--- config.mk ---
export PLATFORM = sky130hd
export DESIGN_NAME = asr_readout
export DESIGN_NICKNAME = d
export VERILOG_FILES = /design/src/logic/asr_pkg.sv /design/src/logic/asr_sinc_filter.sv /design/src/logic/asr_readout.sv
export SDC_FILE = /design/constraint.sdc
export NUM_CORES = 1
export LEC_CHECK = 0
export CAP_MARGIN = 25
export CORE_AREA = 2 2 223 225
export CTS_BUF_LIST = sky130_fd_sc_hd__clkbuf_2 sky130_fd_sc_hd__clkbuf_4 sky130_fd_sc_hd__clkbuf_8
export CTS_CLUSTER_SIZE = 20
export DETAILED_ROUTE_END_ITERATION = 12
export DIE_AREA = 0 0 225 227
export DONT_BUFFER_PORTS = 1
export GPL_TIMING_DRIVEN = 0
export PLACE_DENSITY = 0.82
export SLEW_MARGIN = 20
export SYNTH_ARGS = -nofsm -noshare
export SYNTH_HDL_FRONTEND = slang
export SYNTH_HIERARCHICAL = 1
export SYNTH_SLANG_ARGS = --single-unit
--- constraint.sdc ---
create_clock -name SYS_CLK -period 9.5 [get_ports SYS_CLK]
set_input_delay 0 -clock SYS_CLK [delete_from_list [all_inputs] [get_ports SYS_CLK]]
set_output_delay 0 -clock SYS_CLK [all_outputs]
set_load 0.005 [all_outputs]
--- src/logic/asr_pkg.sv ---
// Constants shared by the converter readout control block.
// Assumes a single system clock domain at 10 MHz.
package asr_pkg;
   // =========================================================
   // Conversion timing
   localparam int MOD_DIV = 6;
   localparam int OSR = 64;
   localparam int CONV_CYCLES = MOD_DIV * OSR;
   localparam int SETTLE_CONVS = 5;
   localparam int RESULT_BITS = 24;
   localparam int SINC_ORDER = 5;
   // =========================================================
   // Hold-high decoding of the shift clock, in system clocks
   localparam int SYNC_HOLD = 4 * CONV_CYCLES;
   localparam int PDOWN_HOLD = 20 * CONV_CYCLES;
   // =========================================================
   // Reset values
   localparam logic [1:0] CHAN_RESET = 2'h0;
   localparam logic [23:0] RESULT_RESET = 24'h000000;
endpackage

--- src/logic/asr_sinc_filter.sv ---
// Sinc filter of order five decimating the modulator bitstream.
// Assumes mod_en pulses once per modulator cycle and dec_en once per
// result, coincident with an mod_en pulse.
module asr_sinc_filter #(
   parameter int OUT_W = 24, // Result width
   parameter int ACC_W = 32  // Integrator width
) (
   input wire logic clk,          // System clock
   input wire logic rst_n,        // Asynchronous reset, active low
   input wire logic ce,           // Clock enable
   input wire logic clear,        // Restart filter state
   input wire logic mod_en,       // Modulator sample strobe
   input wire logic mod_bit,      // Modulator bitstream
   input wire logic dec_en,       // Decimation strobe
   output logic [OUT_W-1:0] result // Two's complement result
);
   logic [ACC_W-1:0] integ [0:asr_pkg::SINC_ORDER-1];
   logic [ACC_W-1:0] comb_in [0:asr_pkg::SINC_ORDER];
   logic [ACC_W-1:0] delay [0:asr_pkg::SINC_ORDER-1];
   wire logic [ACC_W-1:0] sample = mod_bit ? ACC_W'(1) : '1;

   assign comb_in[0] = integ[asr_pkg::SINC_ORDER-1];

   // =========================================================
   // Integrators and combs
   genvar i;
   generate
      for (i = 0; i < asr_pkg::SINC_ORDER; i++) begin : g_stage
         wire logic [ACC_W-1:0] feed;
         if (i == 0) begin : g_first
            assign feed = sample;
         end else begin : g_next
            assign feed = integ[i-1];
         end
         assign comb_in[i+1] = comb_in[i] - delay[i];
         always_ff @(posedge clk or negedge rst_n) begin
            if (!rst_n) begin
               integ[i] <= '0;
               delay[i] <= '0;
            end else if (ce) begin
               if (clear) begin
                  integ[i] <= '0;
                  delay[i] <= '0;
               end else begin
                  if (mod_en)
                     integ[i] <= integ[i] + feed;
                  if (dec_en)
                     delay[i] <= comb_in[i];
               end
            end
         end
      end
   endgenerate

   always_ff @(posedge clk or negedge rst_n) begin
      if (!rst_n)
         result <= asr_pkg::RESULT_RESET;
      else if (ce && dec_en)
         result <= comb_in[asr_pkg::SINC_ORDER][ACC_W-1 -: OUT_W];
   end
endmodule

--- src/logic/asr_readout.sv ---
// Readout control of a four channel delta-sigma converter.
// Assumes SCLK, channel picks and modulator bit are synchronous inputs.
// Shift clock levels must each last at least two system clocks.
//
// Summary of operation
// - New result pulls ready line low only when idle with shift clock low.
// - Host clocks 24 result bits out serially.
// - Shift clock sampled by system clock, cannot outrun it.
// - Long shift clock high syncs or powers down.
// - Two pick pins choose analog channel.
// - Sinc5 filter writes results to output register.
// - Data rate follows system clock frequency.
// - Picks 00..11 select channels one to four.
// - Pick change restarts; valid after five conversions.
// - Divide by six, oversample 64: 384 clocks.
module asr_readout #(
   parameter int RES_W = asr_pkg::RESULT_BITS,  // Result width
   parameter int SYNC_HOLD = asr_pkg::SYNC_HOLD, // Clocks high to sync
   parameter int PDOWN_HOLD = asr_pkg::PDOWN_HOLD // Clocks high to power down
) (
   input wire logic SYS_CLK,          // System clock, 10 MHz
   input wire logic RST_N,            // Asynchronous reset, active low
   input wire logic CE,               // Clock enable, freezes all state
   input wire logic SHIFT_CLK,        // Host serial clock
   input wire logic CHANNEL_PICK_LO,  // Channel pick, low bit
   input wire logic CHANNEL_PICK_HI,  // Channel pick, high bit
   input wire logic MOD_BIT,          // Modulator bitstream
   output logic SERIAL_OUT_READY_LINE, // Data out / ready, low = ready
   output logic [1:0] CHANNEL,        // Channel routed to modulator
   output logic MOD_RESET,            // Modulator reset pulse
   output logic POWER_DOWN            // Power-down state
);
   typedef enum logic [2:0] {
      ST_WAIT  = 3'b001,
      ST_READY = 3'b010,
      ST_SHIFT = 3'b100
   } asr_state_type;

   asr_state_type state;
   asr_state_type next_state;
   logic [8:0] div_cnt;
   logic [2:0] settle;
   logic [RES_W-1:0] shreg;
   logic [4:0] bits_left;
   logic sclk_q;
   logic [1:0] pick_q;
   logic [1:0] pick_fall;
   logic [31:0] hold_cnt;
   logic [RES_W-1:0] result;

   // =========================================================
   // Pick and shift clock decoding
   wire logic [1:0] pick = {CHANNEL_PICK_HI, CHANNEL_PICK_LO};
   wire logic pick_change = pick_fall != pick_q;
   // Edges found against the previous sample
   wire logic sclk_rise = SHIFT_CLK && !sclk_q;
   wire logic sclk_fall = !SHIFT_CLK && sclk_q;
   wire logic sync_hit = SHIFT_CLK && hold_cnt == 32'(SYNC_HOLD - 1);
   wire logic pdown_hit = SHIFT_CLK && hold_cnt == 32'(PDOWN_HOLD - 1);
   wire logic restart = pick_change || sync_hit || POWER_DOWN;

   // =========================================================
   // Conversion decoding
   wire logic conv_end = div_cnt == 9'(asr_pkg::CONV_CYCLES - 1);
   wire logic mod_en = !POWER_DOWN && div_cnt % 9'(asr_pkg::MOD_DIV) == '0;
   wire logic dec_en = mod_en && div_cnt == '0 && !restart;
   // Filter must not decimate on the publishing clock
   wire logic filter_dec = conv_end ? 1'b0 : dec_en;
   wire logic settled = settle == 3'(asr_pkg::SETTLE_CONVS);
   wire logic publish = conv_end && settled && !restart;

   // =========================================================
   // Output word control
   wire logic last_bit = bits_left == 5'h01;
   wire logic load_word = state == ST_WAIT && next_state == ST_READY;
   wire logic shift_bit = next_state == ST_SHIFT && sclk_rise;
   wire logic count_bit = state == ST_SHIFT && sclk_fall;

   always_comb begin
      next_state = state;
      // A word is refused while reading or with the clock high
      unique case (state)
         ST_WAIT:
            if (publish && !SHIFT_CLK)
               next_state = ST_READY;
         ST_READY:
            if (restart)
               next_state = ST_WAIT;
            else if (sclk_rise)
               next_state = ST_SHIFT;
         ST_SHIFT:
            if (restart)
               next_state = ST_WAIT;
            else if (sclk_fall && last_bit)
               next_state = ST_WAIT;
      endcase
   end

   // =========================================================
   // Channel pick capture
   // Falling edge gives picks changed after a rise half a cycle
   always_ff @(negedge SYS_CLK or negedge RST_N) begin
      if (!RST_N)
         pick_fall <= asr_pkg::CHAN_RESET;
      else if (CE)
         pick_fall <= pick;
   end

   // =========================================================
   // Conversion timing and settling
   always_ff @(posedge SYS_CLK or negedge RST_N) begin
      if (!RST_N) begin
         div_cnt <= '0;
         pick_q <= asr_pkg::CHAN_RESET;
      end else if (CE) begin
         pick_q <= pick_fall;
         div_cnt <= (restart || conv_end) ? '0 : div_cnt + 9'h001;
      end
   end

   // Counts finished conversions since the last restart
   always_ff @(posedge SYS_CLK or negedge RST_N) begin
      if (!RST_N)
         settle <= '0;
      else if (CE) begin
         if (restart)
            settle <= '0;
         else if (conv_end && !settled)
            settle <= settle + 3'h1;
      end
   end

   // =========================================================
   // Shift clock hold detection
   // Counter stops at the power-down point so it never wraps
   always_ff @(posedge SYS_CLK or negedge RST_N) begin
      if (!RST_N) begin
         sclk_q <= 1'b0;
         hold_cnt <= '0;
      end else if (CE) begin
         sclk_q <= SHIFT_CLK;
         if (!SHIFT_CLK)
            hold_cnt <= '0;
         else if (!pdown_hit && hold_cnt != 32'hffffffff)
            hold_cnt <= hold_cnt + 32'h1;
      end
   end

   // Sync pulse for one clock; power-down until the clock drops
   always_ff @(posedge SYS_CLK or negedge RST_N) begin
      if (!RST_N) begin
         MOD_RESET <= 1'b0;
         POWER_DOWN <= 1'b0;
      end else if (CE) begin
         MOD_RESET <= sync_hit;
         if (pdown_hit)
            POWER_DOWN <= 1'b1;
         else if (!SHIFT_CLK)
            POWER_DOWN <= 1'b0;
      end
   end

   // =========================================================
   // Output shift register and line
   always_ff @(posedge SYS_CLK or negedge RST_N) begin
      if (!RST_N) begin
         state <= ST_WAIT;
         CHANNEL <= asr_pkg::CHAN_RESET;
      end else if (CE) begin
         state <= next_state;
         CHANNEL <= pick_fall;
      end
   end

   // Bits leave from the top, one per rise
   always_ff @(posedge SYS_CLK or negedge RST_N) begin
      if (!RST_N) begin
         shreg <= '0;
         bits_left <= '0;
      end else if (CE) begin
         if (load_word) begin
            shreg <= result;
            bits_left <= 5'(RES_W);
         end else if (shift_bit)
            shreg <= {shreg[RES_W-2:0], 1'b0};
         else if (count_bit)
            bits_left <= bits_left - 5'h01;
      end
   end

   // An abort at a falling shift clock still frees the line
   always_ff @(posedge SYS_CLK or negedge RST_N) begin
      if (!RST_N)
         SERIAL_OUT_READY_LINE <= 1'b1;
      else if (CE) begin
         if (load_word)
            SERIAL_OUT_READY_LINE <= 1'b0;
         else if (shift_bit)
            SERIAL_OUT_READY_LINE <= shreg[RES_W-1];
         else if (count_bit && last_bit)
            SERIAL_OUT_READY_LINE <= 1'b1;
         else if (next_state == ST_WAIT)
            SERIAL_OUT_READY_LINE <= 1'b1;
      end
   end

   asr_sinc_filter #(
      .OUT_W(RES_W),
      .ACC_W(32)
   ) u_filter (
      .clk(SYS_CLK),
      .rst_n(RST_N),
      .ce(CE),
      .clear(restart),
      .mod_en(mod_en),
      .mod_bit(MOD_BIT),
      .dec_en(filter_dec),
      .result(result)
   );
endmodule

==> results.md <==
* Crit path max fanout at 5
* Clock skew at around 0.072 ns
* Synth Flop Type: dfrtp_1
* Crit share post-route at 0.968
* Hold Buf Count CTS at 3
* Maximum clock rate at between 100 and 150 MHz
* Min Clock Period, post-route at 9.20 ns
* IO Port Bufs at 0
* Synthesis-to-finish area growth at 10.9%
* Slowest-stage cell, CP: a2111o_1
* First-pass GRT wire length at about 130,000 um
* Post-Syn Area at 31,300 um2
* Ports at 12
* CTS Buf Count at 79
* Largest family of logic cells by synthesized area: compound AO/OA/AOI/OAI gates
* Final hold viol count at between 400 and 500
* WL per Instance at about 18 um
* First drt pass iteration count at 5
* Worst-Margin Slew at between 1 and 1.5 ns
* Startpoint Class: flip-flop
* H-tree lvl count at 3
* DP Area at roughly 32,000 um2
* Post-Synth Simple-Gate Area at 0.133
* Remaining antenna violation count at 0
* Critical Path RT at 10.05 ns
* Most common cell on crit path: a21oi_2
* Max_slew headroom at 0.189
* Maximum buffer depth of the clock tree at 3
* Setup crit end kind: flip-flop
* Top-area cell type share of the netlist area at 0.339
* Vias in the first global route at 25,800
* Post-DP HPWL at 55,000 um
* CTS tree: built
* Nets at 3,977
* Sink Count at roughly 430
* Worst min path class: in -> async
* Reg2reg path depth at 47
* Distinct cells, synth at 96
* Adder-Cell Fraction of Synth Area at 0.132
* Synth warn at 6
* Total vias in the final route at about 27,000
* Dominant cell type by area after synthesis: dfrtp_1
* Syn Nets at about 3,900
* Max Cap Viol at 0
* Flop-to-flop setup slack at between 0.2 and 0.3 ns
* Outcome: finished with violations
* Mapped Cells at 3,523
* Maximum single-stage delay on the critical path at approximately 0.43 ns
* Routed Wire Length at 78,400 um
* Clk slew on worst S/H paths at ~0.060 ns
* Diode count at 0
* Largest net degree at the start of global routing at 429
* #FFs+latches synth at 428
* Setup TNS at 0 ns
* Avg Synthesized Cell Area at ~8.9 um2
* Clock Tree Root: clkbuf_8
* WHS at -0.959 ns
* Initial antenna violation count at 0
* Violated checks: hold timing
* Gr usage total at 0.305
* Sequential share of the synthesized area at 0.342
* Post-synthesis mux area share at 0.00588
* Worst r2r dst: u_filter/result[23]$_DFFE_PN0P_
* Row Count at a little over 80
* XOR/XNOR Fraction of Synth Area at 0.0835
* Area contributors post-synth: dfrtp_1, ha_1, xnor2_1
* Layout cells sized above 1 at 0.0908
* Final Wtd Congestion at just over 0.9
* Post-route design area at about 35,000 um2
* Die height at 227 um
* Vias per inst at 6.26
* Clock Latency Late Sink at 0.68 ns
* Worst path arrival time at between 9 and 10 ns
* DR DRC count at 0
* Core Util, Final at 0.714
* Reg-to-reg startpoint: u_filter/comb_in[160]$_DFFE_PN0P_
* Compound-Gate Fraction of Synth Area at 0.256
* Initial detailed-routing violation count at 2,195
* Crit path kind: reg -> reg
* Die width at roughly 230 um
* Global route total overflow at 0
* Post-synth EDFFs at 0
* Max-slew violations at 0
* # setup viols final at 0
* Die area at approximately 50,000 um2
* Async set or reset register ratio after synthesis at 1.00
* Initial core utilization at 0.644
* Core area at 48,500 um2
## worst max-delay path, delay by kind of cell (launching register included)
family / cells / cell delay [ns]
adders and majority gates: 6 / 1.75
AOI/OAI and AO/OA: 28 / 5.18
buffers and inverters: 1 / 0.10
DFF: 1 / 0.39
and+or+nand+nor: 8 / 0.86
xor gates and xnor gates: 4 / 0.76
## registers in the layout, summed over array words and instances (netlist names)
name / cells
POWER_DOWN: 1
SERIAL_OUT_READY_LINE: 1
u_filter/delay: 160
bits_left: 5
u_filter/result: 24
u_filter/comb_in: 32
MOD_RESET: 1
state: 3
settle: 3
pick_fall: 2
div_cnt: 9
CHANNEL: 2
shreg: 24
sclk_q: 1
u_filter/g_stage.feed: 128
hold_cnt: 32
## cell usage after synthesis, types with 8 or more instances
library cell  instances
a211o_1               8
a211oi_1             29
a21boi_0              8
a21o_1              142
a21oi_1             277
a22o_1              169
a31o_2                8
a31oi_1              20
a32o_1               11
and2_1               13
and3_1               30
and4_1               13
clkbuf_1            102
dfrtp_1             424
fa_1                  9
ha_1                316
inv_1               260
mux2_2               11
nand2_1             309
nand2b_1             33
nand3_1              67
nand4_1              43
nor2_1              188
nor2b_1              38
nor3_1               47
nor4_1               16
o211ai_1              9
o21a_1               38
o21ai_0             299
o21ai_1               8
o21bai_1             57
o22ai_1              31
o31a_1                8
o31ai_1              28
o41ai_1               8
or2_2                14
or3_1                16
xnor2_1             171
xor2_1              118
## kinds of logic after synthesis
kind of cell | after synthesis
xor+xnor | 293
mux | 17
buf+inv | 378
compound gates | 1215
fa+ha+maj | 325
flops | 428
simple gates | 867
## through the flow
stage / setup WS (ns) / std cells
global route: -0.102 / 4324
detailed placement: -1.15 / 4145
finish: 0.299 / 4324
floorplan: 0.783 / 3523
CTS: 0.00658 / 4304
global placement: -1.11 / 4145
## layout make-up
class                   count  area, um2
repair buffers             43        330
clock inverters            16        131
inverters                 260        976
flip-flops and latches    428      10700
well taps                 622        778
plain buffers             116        455
clock buffers             122       1540
fillers                  3667      13900
multi-input cells        2717      19800
## metal layers
metal  routed length (um)  track usage  part of all wire
met1                35400        0.416              0.45
met2                36800        0.501              0.47
met3                 4140       0.0474             0.053
met4                 2040       0.0946             0.026
met5                    0            0                 0
## worst max-delay path by stage
stage / start / to / slack [ns] / cells past startpoint
global placement: u_filter/comb_in[160]$_DFFE_PN0P_ / u_filter/result[23]$_DFFE_PN0P_ / -1.11 / 46
CTS: u_filter/comb_in[160]$_DFFE_PN0P_ / u_filter/result[23]$_DFFE_PN0P_ / 0.007 / 48
finish: u_filter/comb_in[160]$_DFFE_PN0P_ / u_filter/result[23]$_DFFE_PN0P_ / 0.30 / 47
floorplan: u_filter/comb_in[162]$_DFFE_PN0P_ / u_filter/result[23]$_DFFE_PN0P_ / 0.78 / 46
global route: u_filter/comb_in[160]$_DFFE_PN0P_ / u_filter/result[23]$_DFFE_PN0P_ / -0.10 / 48
detailed placement: u_filter/comb_in[160]$_DFFE_PN0P_ / u_filter/result[23]$_DFFE_PN0P_ / -1.15 / 46
## cells in the final DEF, fill, tap and decap left out, types with 12 or more instances in the layout
cell and n:
a22o_1 169, nor4_1 16, ha_1 301, xnor2_2 18, dfrtp_1 423, clkbuf_1 100, nand2_1 307, and3_1 29
o21bai_1 57, ha_4 12, nor3_1 47, or2_2 12, buf_4 41, a211oi_1 25, nand2b_1 33, nor2b_1 36
clkbuf_8 99, inv_1 258, o21ai_1 12, xor2_1 113, a21oi_2 19, clkbuf_4 23, nand4_1 43, and2_1 12
a31oi_1 19, o31ai_1 28, o21a_1 38, a21o_1 142, and4_1 13, o21ai_0 288, o22ai_1 31, nand3_1 66
nor2_1 187, a21oi_1 257, xnor2_1 154, or3_1 16
## what timing repair did
action                                  in CTS  in global routing
pin swaps                                   24                 51
resized for setup                           55                 67
endpoints found under the hold margin      459                426
setup buffers                               19                 20
endpoints found under the setup margin      10                  9
Power is left out: the tool's default activity adds up to more than one toggle a clock period on the data nets, which glitch-free logic cannot reach.
